===== config.mk =====
export PLATFORM = sky130hd
export DESIGN_NAME = pfm_port_pin_readback
export DESIGN_NICKNAME = d
export VERILOG_FILES = /design/src/pfm_pkg.sv /design/src/pfm_port_pin_readback.sv
export VERILOG_INCLUDE_DIRS = /design/src /design/src/src
export SDC_FILE = /design/constraint.sdc
export NUM_CORES = 1
export LEC_CHECK = 0
export ABC_AREA = 1
export BUFFER_PORTS_ARGS = -buffer_cell sky130_fd_sc_hd__buf_2
export CORE_MARGIN = 2
export CORE_UTILIZATION = 35
export DETAILED_ROUTE_END_ITERATION = 10
export PLACE_DENSITY_LB_ADDON = 0.2
export SYNTH_ARGS = -nofsm -noshare
export SYNTH_HDL_FRONTEND = slang
export SYNTH_SLANG_ARGS = --single-unit

===== constraint.sdc =====
create_clock -name pclk -period 2.3 [get_ports pclk]
set_input_delay 0.23 -clock pclk [delete_from_list [all_inputs] [get_ports pclk]]
set_output_delay 0.23 -clock pclk [all_outputs]
set_load 0.1 [all_outputs]

===== src/pfm_params.svh =====
// constants for the port 5 i/o and pin mux block
// assumes a 32-bit apb slave on pclk, registers at word offsets below
// Functional notes
// - an eight-bit read/write output latch resets to zero and drives general output pins.
// - the pin readback register is read only and writes to it change nothing.
// - readback bits with direction one return the output latch bit.
// - readback bits with direction zero return the sampled pin level.
// - the two upper pins carry external pwm only when their route-select bit is set.
// - any nonzero timer 1 output-select bit makes pin 7 the timer 1 output, overriding all else.
// - otherwise pin 7 is input, latch output, or pwm 5 when direction 7, route 5 and enable 5 are all set.
// - pin 6 follows the same priority with timer 0, route 4 and pwm enable 4.
// - serial 1 receive enable makes pin 5 its receive input, else direction decides.
// - serial 1 transmit enable makes pin 4 its transmit output, else direction decides.
// - pin 3 is clock input on clock-enable-1, clock output on sync mode or clock-enable-0, else general.
// - serial 0 receive enable makes pin 2 its receive input, else direction decides.
// - serial 0 transmit enable makes pin 1 its transmit output, else direction decides.
// - pin 0 follows serial 0 clock settings the same way as pin 3.
// - direction one is output, zero input; the direction register is write only, resets to zero.
`ifndef PFM_PARAMS_SVH
`define PFM_PARAMS_SVH
`define PFM_OFS_DIR 12'h000
`define PFM_OFS_LATCH 12'h004
`define PFM_OFS_READBACK 12'h008
`define PFM_OFS_PINSEL 12'h00C
`define PFM_RST_DIR 8'h00
`define PFM_RST_LATCH 8'h00
`define PFM_RST_PINSEL 2'h0
`define PFM_BIT_PWM4_ROUTE 0
`define PFM_BIT_PWM5_ROUTE 1
`endif


===== src/pfm_pkg.sv =====
// types for the port 5 i/o and pin mux block
// assumes the params header is included by users of the offsets
package pfm_pkg;
  // control bits of one serial channel
  typedef struct packed {
    logic rx_enable_bit;
    logic tx_enable_bit;
    logic sync_mode;
    logic clk_enable0;
    logic clk_enable1;
  } pfm_ser_ctrl_t;
  // pin group: output level and enable
  typedef struct packed {
    logic [7:0] out;
    logic [7:0] oe;
  } pfm_pins_t;
endpackage : pfm_pkg


===== src/pfm_port_pin_readback.sv =====
// port 5 registers and per-pin function mux behind an apb slave
// assumes peripheral control bits arrive on pclk; pins are asynchronous
//
// The APB interface to the registers and the register addresses are this design's own decisions.
`include "pfm_params.svh"
`timescale 1ns/100ps
`default_nettype none
module pfm_port_pin_readback
  import pfm_pkg::*;
(
  // clock and reset
  input wire logic pclk,
  input wire logic presetn,
  // apb slave
  input wire logic psel,
  input wire logic penable,
  input wire logic pwrite,
  input wire logic [11:0] paddr,
  input wire logic [31:0] pwdata,
  output logic [31:0] prdata,
  output logic pready,
  output logic pslverr,
  // peripheral control
  input wire logic [3:0] timer0_out_select,
  input wire logic [3:0] timer1_out_select,
  input wire logic timer0_out,
  input wire logic timer1_out,
  input wire logic pwm4_out_en,
  input wire logic pwm5_out_en,
  input wire logic ext_pwm4,
  input wire logic ext_pwm5,
  input wire pfm_ser_ctrl_t ser0_ctrl,
  input wire pfm_ser_ctrl_t ser1_ctrl,
  input wire logic ser0_tx_out,
  input wire logic ser1_tx_out,
  input wire logic ser0_clk_out,
  input wire logic ser1_clk_out,
  // synchronised pin levels to peripherals
  output logic ser0_rx_in,
  output logic ser1_rx_in,
  output logic ser0_clk_in,
  output logic ser1_clk_in,
  // pins
  input wire logic [7:0] pin_in,
  output pfm_pins_t pins
);

  ////////////////////////////////////////////////////////////////
  logic [7:0] port_direction;
  logic [7:0] port_output_latch;
  logic [1:0] pin_select_ctrl0;
  logic [7:0] pin_meta;
  logic [7:0] pin_sync;
  logic [7:0] port_pin_readback;
  logic [7:0] next_out;
  logic [7:0] next_oe;
  logic wr_en;
  logic rd_en;
  logic addr_ok;

  // apb: zero wait states, full access cycle decides
  assign wr_en = psel && penable && pwrite;
  // read data is loaded in the setup cycle so that it stands through the access phase
  assign rd_en = psel && !penable && !pwrite;
  assign pready = 1'b1;
  assign addr_ok = (paddr == `PFM_OFS_DIR) || (paddr == `PFM_OFS_LATCH) ||
                   (paddr == `PFM_OFS_READBACK) || (paddr == `PFM_OFS_PINSEL);
  assign pslverr = psel && penable && !addr_ok;

  ////////////////////////////////////////////////////////////////
  // direction write only
  always_ff @(posedge pclk or negedge presetn)
  begin
    if (!presetn)
      port_direction <= `PFM_RST_DIR;
    else if (wr_en && paddr == `PFM_OFS_DIR)
      port_direction <= pwdata[7:0];
  end

  always_ff @(posedge pclk or negedge presetn)
  begin
    if (!presetn)
      port_output_latch <= `PFM_RST_LATCH;
    else if (wr_en && paddr == `PFM_OFS_LATCH)
      port_output_latch <= pwdata[7:0];
  end

  always_ff @(posedge pclk or negedge presetn)
  begin
    if (!presetn)
      pin_select_ctrl0 <= `PFM_RST_PINSEL;
    else if (wr_en && paddr == `PFM_OFS_PINSEL)
      pin_select_ctrl0 <= pwdata[1:0];
  end

  always_ff @(posedge pclk or negedge presetn)
  begin
    if (!presetn)
    begin
      pin_meta <= 8'h00;
      pin_sync <= 8'h00;
    end
    else
    begin
      pin_meta <= pin_in;
      pin_sync <= pin_meta;
    end
  end

  ////////////////////////////////////////////////////////////////
  // driven bits read latch
  assign port_pin_readback = (port_direction & port_output_latch) | (~port_direction & pin_sync);

  // read data; direction reads zero since its value is undefined anyway
  // readback ignores writes
  always_ff @(posedge pclk or negedge presetn)
  begin
    if (!presetn)
      prdata <= 32'h00000000;
    else if (rd_en)
    begin
      case (paddr)
        `PFM_OFS_LATCH: prdata <= {24'h000000, port_output_latch};
        `PFM_OFS_READBACK: prdata <= {24'h000000, port_pin_readback};
        `PFM_OFS_PINSEL: prdata <= {30'h00000000, pin_select_ctrl0};
        default: prdata <= 32'h00000000;
      endcase
    end
  end

  // peripheral inputs from synchronised pins
  assign ser0_rx_in = pin_sync[2];
  assign ser1_rx_in = pin_sync[5];
  assign ser0_clk_in = pin_sync[0];
  assign ser1_clk_in = pin_sync[3];

  ////////////////////////////////////////////////////////////////
  // pin function mux: each pin picks one owner, peripheral claims ahead of general i/o
  logic tmr1_drives;
  logic tmr0_drives;
  logic pwm5_drives;
  logic pwm4_drives;
  logic ser1_clk_drives;
  logic ser0_clk_drives;
  logic p7_out;
  logic p7_oe;
  logic p6_out;
  logic p6_oe;
  logic p5_out;
  logic p5_oe;
  logic p4_out;
  logic p4_oe;
  logic p3_out;
  logic p3_oe;
  logic p2_out;
  logic p2_oe;
  logic p1_out;
  logic p1_oe;
  logic p0_out;
  logic p0_oe;

  // any timer 1 select bit claims pin 7
  assign tmr1_drives = |timer1_out_select;
  // any timer 0 select bit claims pin 6
  assign tmr0_drives = |timer0_out_select;
  // pwm needs its route bit and its enable
  // and only on a pin set to output
  assign pwm5_drives = port_direction[7] && pin_select_ctrl0[`PFM_BIT_PWM5_ROUTE] && pwm5_out_en;
  assign pwm4_drives = port_direction[6] && pin_select_ctrl0[`PFM_BIT_PWM4_ROUTE] && pwm4_out_en;
  // clock-enable-1 keeps the clock pin an input, so it gates the output modes
  assign ser1_clk_drives = !ser1_ctrl.clk_enable1 && (ser1_ctrl.sync_mode || ser1_ctrl.clk_enable0);
  assign ser0_clk_drives = !ser0_ctrl.clk_enable1 && (ser0_ctrl.sync_mode || ser0_ctrl.clk_enable0);

  // pin 7: timer 1, then pwm 5, then general i/o
  // timer overrides all
  always_comb
  begin
    if (tmr1_drives)
    begin
      p7_out = timer1_out;
      p7_oe = 1'b1;
    end
    else if (pwm5_drives)
    begin
      p7_out = ext_pwm5;
      p7_oe = 1'b1;
    end
    else
    begin
      p7_out = port_output_latch[7];
      p7_oe = port_direction[7];
    end
  end

  // pin 6: timer 0, then pwm 4, then general i/o
  // same priority as pin 7
  always_comb
  begin
    if (tmr0_drives)
    begin
      p6_out = timer0_out;
      p6_oe = 1'b1;
    end
    else if (pwm4_drives)
    begin
      p6_out = ext_pwm4;
      p6_oe = 1'b1;
    end
    else
    begin
      p6_out = port_output_latch[6];
      p6_oe = port_direction[6];
    end
  end

  // pin 5: serial 1 receive input or general i/o; latch kept on out for a clean switch back
  // receive claims pin
  always_comb
  begin
    p5_out = port_output_latch[5];
    if (ser1_ctrl.rx_enable_bit)
      p5_oe = 1'b0;
    else
      p5_oe = port_direction[5];
  end

  // pin 4: serial 1 transmit output or general i/o
  // transmit claims pin
  always_comb
  begin
    if (ser1_ctrl.tx_enable_bit)
    begin
      p4_out = ser1_tx_out;
      p4_oe = 1'b1;
    end
    else
    begin
      p4_out = port_output_latch[4];
      p4_oe = port_direction[4];
    end
  end

  // pin 3: serial 1 clock input, clock output or general i/o
  // clock pin priority
  always_comb
  begin
    p3_out = port_output_latch[3];
    p3_oe = port_direction[3];
    if (ser1_ctrl.clk_enable1)
      p3_oe = 1'b0;
    else if (ser1_clk_drives)
    begin
      p3_out = ser1_clk_out;
      p3_oe = 1'b1;
    end
  end

  // pin 2: serial 0 receive input or general i/o
  // receive claims pin
  always_comb
  begin
    p2_out = port_output_latch[2];
    if (ser0_ctrl.rx_enable_bit)
      p2_oe = 1'b0;
    else
      p2_oe = port_direction[2];
  end

  // pin 1: serial 0 transmit output or general i/o
  // transmit claims pin
  always_comb
  begin
    if (ser0_ctrl.tx_enable_bit)
    begin
      p1_out = ser0_tx_out;
      p1_oe = 1'b1;
    end
    else
    begin
      p1_out = port_output_latch[1];
      p1_oe = port_direction[1];
    end
  end

  // pin 0: serial 0 clock input, clock output or general i/o
  // clock pin priority
  always_comb
  begin
    p0_out = port_output_latch[0];
    p0_oe = port_direction[0];
    if (ser0_ctrl.clk_enable1)
      p0_oe = 1'b0;
    else if (ser0_clk_drives)
    begin
      p0_out = ser0_clk_out;
      p0_oe = 1'b1;
    end
  end

  // gather the pins, msb first
  assign next_out = {p7_out, p6_out, p5_out, p4_out, p3_out, p2_out, p1_out, p0_out};
  assign next_oe = {p7_oe, p6_oe, p5_oe, p4_oe, p3_oe, p2_oe, p1_oe, p0_oe};

  // registered pin drive: one cycle of latency, but glitch-free pins
  always_ff @(posedge pclk or negedge presetn)
  begin
    if (!presetn)
      pins <= '0;
    else
    begin
      pins.out <= next_out;
      pins.oe <= next_oe;
    end
  end

endmodule : pfm_port_pin_readback
`default_nettype wire


==> results of run 1 <==
[cells by family after synthesis]
group           share of synthesized area, %
simple gates                           21.75
flops                                  54.98
compound gates                         9.762
buf+inv                                12.37
other cells                           0.2845
mux                                   0.8530
[state kept, by name, indices dropped and copies added, names as in the netlist]
register and flops:
pin_sync 8, port_output_latch 8, prdata 8, pins 16, port_direction 8, pin_select_ctrl0 2, pin_meta 8
[cell type report]
type	instances	area, um2
Clock buffer	10	127.6
Sequential cell	58	1451
Clock inverter	4	45.04
Inverter	28	105.1
Fill cell	745	3935
Multi-Input combinational cell	177	948.4
Timing Repair Buffer	99	555.5
Tap cell	99	123.9
[power by group through the flow]
stage	logic [mW]	clock network, mW	registers [mW]
global route	0.475	0.934	1.05
global placement	0.441	0	1.07
finish	0.452	0.858	1.05
floorplan	0.261	0	1.18
CTS	0.456	0.880	1.05
detailed placement	0.444	0	1.07
[routing by layer]
layer / GRT usage [%] / part of all wire, % / vias up
met2: 23.63 / 48 / 67
li1: - / - / 1011
met3: 4.508 / 6.4 / 11
met5: 0 / 0 / -
met1: 16.64 / 43 / 916
met4: 6.818 / 2.1 / 0
[how the worst max path moves through the flow]
stage | startpoint | endpoint | depth (start not counted) | slack [ns]
after detailed placement | paddr[11] | pslverr | 7 | 0.65
after CTS | paddr[11] | pslverr | 7 | 0.65
after floorplan | paddr[7] | pslverr | 5 | 0.75
after global placement | paddr[7] | pslverr | 7 | 0.67
final | paddr[7] | pslverr | 7 | 0.67
after global routing | paddr[9] | pslverr | 7 | 0.57
[cell usage in the layout (no fill, tap or decap), types with 2 or more instances in the layout]
cell,n
buf_2,89
nand2_1,59
dfrtp_1,58
inv_1,25
conb_1,25
nand3_1,17
o21ai_2,16
o21ai_0,13
nor2_1,12
clkbuf_8,9
dlygate4sd3_1,9
nor2_2,4
nand2_2,4
inv_2,3
o21a_1,3
clkinv_2,3
nor2_4,2
or2_2,2
mux2_2,2
nor3_1,2
nor4_1,2
o22ai_1,2
[synth_stat cells]
master,instances
nand2_1,59
nand4_4,1
buf_6,3
conb_1,2
nor4_1,2
inv_1,25
o21ai_0,13
nor2_4,2
or2_1,1
nand3b_1,1
a21oi_1,1
inv_2,3
nor3_4,1
and2_4,1
nand2_2,4
and3_1,1
nand3_1,17
or2_2,2
nor2_8,1
o21bai_1,1
nor2_1,12
nand3_4,1
o21ai_1,1
nor2_2,4
o21ai_2,16
o22ai_1,2
nor3_1,2
dfrtp_1,58
buf_4,25
o21a_1,3
mux2_2,2
nand2_4,1
[stage by stage]
stage | total power [mW] | utilization [%] | hold slack, ns | setup WS [ns]
after floorplan | 1.442 | - | -0.06559 | 0.7457
after global placement | 1.512 | 42.43 | 0.2620 | 0.6730
after detailed placement | 1.516 | 42.43 | 0.2638 | 0.6513
after CTS | 2.390 | 46.04 | 0.03050 | 0.6512
after global routing | 2.462 | 46.04 | 0.03482 | 0.5749
final | 2.362 | 46.04 | 0.04474 | 0.6720
[timing repair]
action | 4_1_cts | 5_1_grt
endpoints found under the hold margin | 66 | 0
resized for setup | 0 | 0
hold buffers | 9 | 0
==> metrics.txt, run 1 <==
leakage power=1.786 nW; CP Capture Type=output pin; std cell rows=31; r2r worst-path depth=5; Yosys cell types=32; clk root buf=clkbuf_8; Yosys top cell area share=a little over half; CP delay by family, top=simple AND/OR/NAND/NOR gates; nets@finish=458; Clock power frac=a little over a third; Net Switching=about 0.76 mW; Req. time, crit path=~2.1 ns; DP HPWL=just under 4 mm; DR WL/cell=11.56 um; Max stage delay on crit path=0.30 ns; Arrival @ worst endpoint=around 1.4 ns; CTS tree=built; Max Buffers Root-to-Sink=2; Initial DRC Count=43; CTS clk-pin slew, worst paths=0.06 ns; worst min-delay path category=in2reg; post-CTS setup repair buffer count=0; Die X=just over 90 um; RR Endpoint=prdata[0]$_DFFE_PN0P_; WL final=around 5.5 mm; cell count after synthesis=roughly 270; Hold Fails Final Rpt=0; CP max stage cell=nor2_8; Die Y=approximately 91 um; area grow syn2layout=27.16%; CTS buffer count=9; Total GRT Usage=between 10 and 15%; hold_sp=ser1_ctrl[4]; Max Slew Vio Count=0; Mapped Avg Cell Area=between 9 and 10 um2; final clock skew=between 0.008 and 0.009 ns; share of layout cells above drive strength 1=between 30% and 40%; Clock Sink Count=between 50 and 60; Worst-Skew Late Latency=0.33 ns; final setup fails=0; final cell count without fillers=475; Routed Antenna Nets=0; Max Cap Violations=0; drt pass-1 iters=4; Period minus WS final=roughly 1.6 ns; largest area contributor in the netlist=dfrtp_1; Flop pwr share=~45%; Placed Area=about 3100 um2; Ports=about 140; Synth area leaders=dfrtp_1 55%, nand2_1 8.4%, buf_4 7.1%, o21ai_2 5.3%, inv_1 3.6%; final instance area=3357 um2; gpl congestion=about 0.69; outcome=complete, no violations; largest net degree at the start of global routing=59; Power Dens Cells=703.7 nW/um2; Total Die Area=between 8000 and 9000 um2; Initial Utilization=~36%; Endpoint, Worst Hold=pins[5]$_DFF_PN0_; cell count after placement=~450; synth warn=0; DRC viols=0; CP Launch Type=primary input; CP Cell Sequence=buf_2 > nor2_1 > nand2_1 > nor2_8 > nand2_4 > and3_1 > buf_2; I/O Buffers=between 80 and 90; H-tree depth=3; Fmax achieved=~0.61 GHz; Core Area=~7300 um2; RSZ-0062 raised after global routing=no; Post-Syn Area=around 2600 um2; first-pass GRT wire length=around 9.0 mm; most frequent CP cell=buf_2; hold path cells=2; initial antenna violation count=0; Via Count=~2000; fin crit share=70.78%; Seq/Total Area, Yosys=between 50% and 60%; Internal=about 1.6 mW; maximum vdd drop=~0.0004 V; vias per cell=4.221; sw frac=32.00%; setup_tns=0 ns; Worst Setup Path Type=in2out; overflow left after global routing=0; number of synthesized register bits=between 50 and 60; antenna cells=0; number of global-route vias before repair=around 2000; FF-to-FF setup slack=roughly 1.3 ns; combinational power share=between 10% and 20%; crit-path max FO=18; Critical R2R Launch=port_direction[0]$_DFFE_PN0P_; WP buf/inv=2
No activity file was read; power rests on OpenSTA's default activity.
==> run 2: changes to the inputs <==
- ABC_AREA: 1 -> 0
- clock period: 2.3 -> 1.5 ns (I/O delays scaled with it)
==> run 2 against run 1 <==
The run now ends with negative setup slack left; synthesized cell count shrank 30%; sequential power rose by 57%; combinational power up 110%; clock power is 70% higher; register-to-register slack got worse by 0.99 ns; largest cell class unchanged; largest power group unchanged; highest routed layer unchanged.
==> metrics.txt, run 2 <==
outcome=complete, but fails checks; failing checks=negative setup slack; Req. time, crit path=1.35 ns (-0.72 ns); DRC viols=0 (unchanged); std cell rows=30 (-3.2%); Total Die Area=7610 um2 (-7.8%); FF-to-FF setup slack=0.29 ns (-0.99 ns); worst min-delay path category=in2reg; Clock Sink Count=58 (unchanged); synth warn=0 (unchanged); top cells by count, synth=58 x dfrtp_1, 32 x mux2_2, 25 x buf_4; top-count cell post-synth=dfrtp_1; clk root buf=clkbuf_8; gpl congestion=0.7493 (+9.0%); vias per cell=4.463 (+5.7%); max FFs per register=16 (unchanged); setup_tns=-0.04866 ns (-0.04866 ns); final setup fails=1 (+1); most frequent cells in the layout=87 x buf_2, 54 x dfrtp_1, 31 x mux2_2, 25 x conb_1, 18 x nor2_1; overflow left after global routing=0 (unchanged); Initial DRC Count=84 (+95%); Final WS setup=-0.04866 ns (-0.7206 ns); EDFF count, synth=0 (unchanged); Max Buffers Root-to-Sink=2 (unchanged); Internal=2.648 mW (+65%); Power Dens Cells=1217 nW/um2 (+73%); Worst-Skew Late Latency=0.33 ns (about the same); CTS clk-pin slew, worst paths=0.06 ns (about the same); RSZ-0062 raised after global routing=yes; Mapped Avg Cell Area=12.90 um2 (+31%); Die Y=87.24 um (-4.0%); Net Switching=1.403 mW (+86%); Flop pwr share=40.8% (-3.8 points); CP Cell Sequence=buf_6 > or4_4 > nor4_4 > buf_4 > nor2_2 > buf_12; Post-synth top flop=dfrtp_1; drt pass-1 iters=4 (unchanged); cell count after synthesis=188 (-30%); crit-path max FO=2 (-16); commonest non-fill, non-tap cell in the layout=buf_2; Arrival @ worst endpoint=1.40 ns (about the same); Clock power frac=36.0% (-0.3 points); Critical R2R Launch=port_direction[7]$_DFFE_PN0P_; CP delay by family, top=simple AND/OR/NAND/NOR gates; area grow syn2layout=37.25%; Yosys top cell area share=59.86% (+4.9 points); Hold WS=0.02235 ns (-0.02240 ns); CP Capture Type=output pin; DR WL/cell=13.57 um (+17%); r2r worst-path depth=3 (-2); Ports=139 (unchanged); Die X=87.24 um (-4.0%); CP Launch Type=primary input; nets@finish=391 (-15%); CTS tree=built; WL final=5.304 mm (-3.4%); largest net degree at the start of global routing=59 (unchanged); WP buf/inv=3 (+1); maximum vdd drop=0.0006449 V (+62%); Via Count=1745 (-13%); largest area contributor in the netlist=dfrtp_1; Max stage delay on crit path=0.54 ns (+0.24 ns); Seq/Total Area, Yosys=59.86% (+4.9 points); fin crit share=103.2%; Endpoint, Worst Hold=pins[4]$_DFF_PN0_; leakage power=1.707 nW (-4.5%); Post-Syn Area=2425 um2 (-8.2%); Fmax achieved=0.6457 GHz; Core Area=6756 um2 (-7.3%); Routed Antenna Nets=0 (unchanged); RR Endpoint=prdata[7]$_DFFE_PN0P_; first-pass GRT wire length=7.976 mm (-12%); Period minus WS final=~1.5 ns; Total GRT Usage=14.37% (+0.16 points); final clock skew=0.004479 ns (-0.003867 ns); Top reg by flops=pins; I/O Buffers=89 (unchanged); Yosys cell types=27 (-16%); Worst Setup Path Type=in2out; Synth area leaders=dfrtp_1 60%, mux2_2 15%, buf_4 7.7%, nor2_1 2.9%, a221oi_1 2.2%; CTS buffer count=9 (unchanged); hold_sp=ser1_ctrl[3]; antenna cells=0 (unchanged); CP max stage cell=or4_4; Max Cap Violations=0 (unchanged); Initial Utilization=35.89% (-0.32 points); slew of the pin with the lowest slew margin=0.5131 ns; Hold Fails Final Rpt=0 (unchanged); Slew HR=between 60% and 70%; initial antenna violation count=0 (unchanged); number of synthesized register bits=58 (unchanged); hold path cells=2 (unchanged); ys async rst share=100.0% (unchanged); DP HPWL=3.713 mm (-5.3%); sw frac=34.64% (+2.6 points); share of layout cells above drive strength 1=51.45% (+14 points); combinational power share=23.2% (+4.1 points); H-tree depth=3 (unchanged); number of global-route vias before repair=1639 (-17%); Max Slew Vio Count=0 (unchanged)
==> run 2: kinds of logic after synthesis <==
kind of cell / Yosys count / synth area share [%]
simple gates: 53 / 11.87
buf+inv: 28 / 8.255
other cells: 2 / 0.3097
flops: 58 / 59.86
compound gates: 13 / 4.024
mux: 34 / 15.69
==> run 2: worst reg2reg max path: stages, from the launching register on <==
cell	delay, ns
dfrtp_1	0.39
mux2_2	0.35
a221oi_1	0.27
nor3_1	0.08
==> run 2: through the flow <==
| step | std cells | power (mW) | util (%) | cell area (um2) | worst slack, ns |
|---|---|---|---|---|---|
| 6_report | 391 | 4.051 | 49.26 | 3328 | -0.04866 |
| 5_1_grt | 391 | 4.224 | 49.26 | 3328 | -0.08360 |
| 4_1_cts | 391 | 4.097 | 48.87 | 3302 | -0.06279 |
| 3_5_place_dp | 361 | 2.592 | 43.59 | 2945 | -0.2448 |
| 3_3_place_gp | 361 | 2.587 | 43.59 | 2945 | -0.2283 |
| 2_1_floorplan | 211 | 2.431 | - | 2524 | -0.2377 |
==> run 2: what timing repair did <==
| item | 4_1_cts | 5_1_grt |
|---|---|---|
| resized for setup | 4 | 5 |
| endpoints found under the hold margin | 70 | 0 |
| endpoints found under the setup margin | 1 | 15 |
| hold buffers | 13 | 0 |
| buffers inserted | 1 | 0 |
==> run 2: how the worst max path moves through the flow <==
stage | startpoint | slack [ns] | cells after the start | to
after floorplan | paddr[5] | -0.24 | 4 | pin_select_ctrl0[0]$_DFFE_PN0P_
after global placement | paddr[5] | -0.23 | 6 | port_direction[5]$_DFFE_PN0P_
after detailed placement | paddr[5] | -0.24 | 6 | port_direction[2]$_DFFE_PN0P_
after CTS | paddr[5] | -0.06 | 6 | pslverr
after global routing | paddr[5] | -0.08 | 6 | pslverr
final | paddr[5] | -0.05 | 6 | pslverr
==> run 2: area by class of cell <==
| cell class | instances | area, um2 |
|---|---|---|
| Fill cell | 636 | 3428 |
| Clock buffer | 11 | 151.4 |
| Clock inverter | 5 | 52.55 |
| Tap cell | 80 | 100.1 |
| Sequential cell | 58 | 1456 |
| Multi-Input combinational cell | 125 | 883.3 |
| Timing Repair Buffer | 111 | 680.7 |
| Inverter | 1 | 3.754 |
==> run 2: power by group through the flow <==
stage | Clock, mW | Sequential, mW | Combinational [mW]
final | 1.46 | 1.65 | 0.941
after global routing | 1.59 | 1.66 | 0.981
after CTS | 1.50 | 1.65 | 0.942
after detailed placement | 0 | 1.68 | 0.910
after global placement | 0 | 1.68 | 0.907
after floorplan | 0 | 2.02 | 0.413
==> run 2: layer usage <==
metal | routed length, um | up-vias | GRT usage [%]
met4 | 110 | 0 | 6.713
met1 | 2360 | 829 | 18.48
met2 | 2431 | 64 | 20.96
met5 | 0 | - | 0
li1 | - | 842 | -
met3 | 401 | 10 | 6.161
==> run 3: changes to the inputs <==
--- a/config.mk
+++ b/config.mk
@@ -8,8 +8,8 @@
 export LEC_CHECK = 0
 export ABC_AREA = 0
-export BUFFER_PORTS_ARGS = -buffer_cell sky130_fd_sc_hd__buf_2
 export CORE_MARGIN = 2
 export CORE_UTILIZATION = 35
 export DETAILED_ROUTE_END_ITERATION = 10
+export DONT_BUFFER_PORTS = 1
 export PLACE_DENSITY_LB_ADDON = 0.2
 export SYNTH_ARGS = -nofsm -noshare
==> constraint.sdc (replaced) <==
create_clock -name pclk -period 1.5 [get_ports pclk]
set_input_delay 0.3 -clock pclk [delete_from_list [all_inputs] [get_ports pclk]]
set_output_delay 0.3 -clock pclk [all_outputs]
set_load 0.1 [all_outputs]
==> run 3 against run 2 <==
The run ends with negative hold slack, negative setup slack left; non-clock buffer count is 66 lower; first-iteration DRC count decreased by 23%; combinational power down 14%; largest cell class unchanged; highest routed layer unchanged.
==> metrics.txt, run 3 (synthesized netlist as in run 2, its figures left out) <==
outcome=complete, but fails checks; failing checks=negative hold slack, negative setup slack; Worst Setup Path Type=in2out; Top reg by flops=pins; final setup fails=9 (+8); Critical R2R Launch=port_direction[7]$_DFFE_PN0P_; RSZ-0062 raised after global routing=yes; Via Count=1532 (-12%); Routed Antenna Nets=0 (unchanged); Initial Utilization=35.89% (unchanged); drt pass-1 iters=5 (+1); worst min-delay path category=in2async; WL final=4.866 mm (-8.3%); CP Cell Sequence=or4_4 > nor4_4 > buf_4 > nor2_2 > buf_12; overflow left after global routing=0 (unchanged); CTS clk-pin slew, worst paths=0.06 ns (about the same); fin crit share=114.8% (+12 points); Power Dens Cells=1309 nW/um2 (+7.5%); share of layout cells above drive strength 1=39.59% (-12 points); Hold Fails Final Rpt=58 (+58); r2r worst-path depth=3 (unchanged); first-pass GRT wire length=7.348 mm (-7.9%); Worst-Skew Late Latency=0.33 ns (about the same); CP Capture Type=output pin; DRC viols=0 (unchanged); Total Die Area=7610 um2 (unchanged); Max Slew Vio Count=0 (unchanged); Ports=139 (unchanged); Max stage delay on crit path=0.53 ns (about the same); commonest non-fill, non-tap cell in the layout=dfrtp_1; clk root buf=clkbuf_8; area grow syn2layout=25.34%; CTS buffer count=9 (unchanged); final clock skew=0.007143 ns (+0.002664 ns); Total GRT Usage=13.39% (-0.99 points); Arrival @ worst endpoint=1.42 ns (+0.02 ns); max FFs per register=16 (unchanged); antenna cells=0 (unchanged); most frequent cells in the layout=57 x dfrtp_1, 35 x buf_4, 32 x mux2_2, 25 x conb_1, 18 x nor2_1; RR Endpoint=prdata[7]$_DFFE_PN0P_; Core Area=6756 um2 (unchanged); CP Launch Type=primary input; DP HPWL=3.474 mm (-6.5%); slew of the pin with the lowest slew margin=0.5425 ns (+0.02935 ns); FF-to-FF setup slack=0.27 ns (-0.02 ns); number of global-route vias before repair=1466 (-11%); Max Cap Violations=0 (unchanged); std cell rows=30 (unchanged); Die Y=87.24 um (unchanged); H-tree depth=3 (unchanged); vias per cell=4.714 (+5.6%); Max Buffers Root-to-Sink=2 (unchanged); largest net degree at the start of global routing=59 (unchanged); CP max stage cell=or4_4; Clock Sink Count=58 (unchanged); gpl congestion=0.7073 (-5.6%); nets@finish=325 (-17%); initial antenna violation count=0 (unchanged); Req. time, crit path=1.20 ns (-0.15 ns); post-layout util=44.98% (-4.3 points); crit-path max FO=2 (unchanged); Final WS setup=-0.2224 ns (-0.1737 ns); Initial DRC Count=65 (-23%); maximum vdd drop=0.0004399 V (-32%); Slew HR=63.70% (-2.0 points); Period minus WS final=1.722 ns (+0.1737 ns); Post-Place Setup Slack=-0.3079 ns (-0.06310 ns); Hold WS=-0.3374 ns (-0.3598 ns); DR WL/cell=14.97 um (+10%); Fmax achieved=0.5806 GHz (-10%); I/O Buffers=0 (-100%); CTS tree=built; Die X=87.24 um (unchanged); leakage power=1.463 nW (-14%)
==> run 3: area by class of cell <==
class                      instances  area, um2
timing repair buffer              45      372.9
clock buffer                      12      165.2
inverter                           1      3.754
tap                               80      100.1
multi-input combinational        125      895.9
clock inverter                     4      48.80
fill                             656       3717
sequential                        58       1453
==> run 3: timing repair <==
| action | CTS | global route |
|---|---|---|
| gates resized for setup | 3 | 2 |
| hold endpoints to repair | 66 | 59 |
| cloned | 0 | 0 |
| buffers inserted | 1 | 1 |
| hold buffers | 8 | 1 |
| endpoints found under the setup margin | 2 | 15 |
==> run 3: layer usage <==
metal / part of all wire, % / track usage (%) / up-vias / wire length, um
li1: - / - / 714 / -
met1: 41 / 16.67 / 751 / 2010
met2: 48 / 19.29 / 62 / 2353
met3: 8.9 / 5.972 / 5 / 433
met4: 1.4 / 7.552 / 0 / 68
met5: 0 / 0 / - / 0
==> run 3: worst max-delay path, delay by kind of cell <==
kind	cells	cell delay (ns)
buf+inv	2	0.32
simple gates	3	0.80
==> run 3: worst max path at each step <==
stage / end / startpoint / depth (start not counted)
after floorplan: pin_select_ctrl0[0]$_DFFE_PN0P_ / paddr[5] / 4
after global placement: pin_select_ctrl0[0]$_DFFE_PN0P_ / paddr[5] / 4
after detailed placement: pin_select_ctrl0[0]$_DFFE_PN0P_ / paddr[5] / 4
after CTS: pslverr / paddr[5] / 5
after global routing: pslverr / paddr[5] / 5
final: pslverr / paddr[5] / 5
==> run 3: metrics by stage <==
stage	hold WS (ns)	setup TNS, ns	area (um2)	std cells	power [mW]
detailed placement	0.006031	-6.373	2701	299	2.490
floorplan	0.004409	-4.657	2522	211	2.431
finish	-0.3374	-0.5238	3039	325	3.978
CTS	-0.3612	-0.3898	3017	324	4.025
global route	-0.3703	-0.9806	3039	325	4.153
global placement	0.005964	-6.216	2701	299	2.487
==> run 3: power by group <==
| group | switching [mW] | leakage (nW) | total [mW] | internal (mW) |
|---|---|---|---|---|
| combinational | 0.678 | 0.613 | 0.807 | 0.129 |
| sequential | 0.0483 | 0.738 | 1.68 | 1.63 |
| clock | 0.596 | 0.112 | 1.50 | 0.900 |
| total | 1.32 | 1.46 | 3.98 | 2.66 |
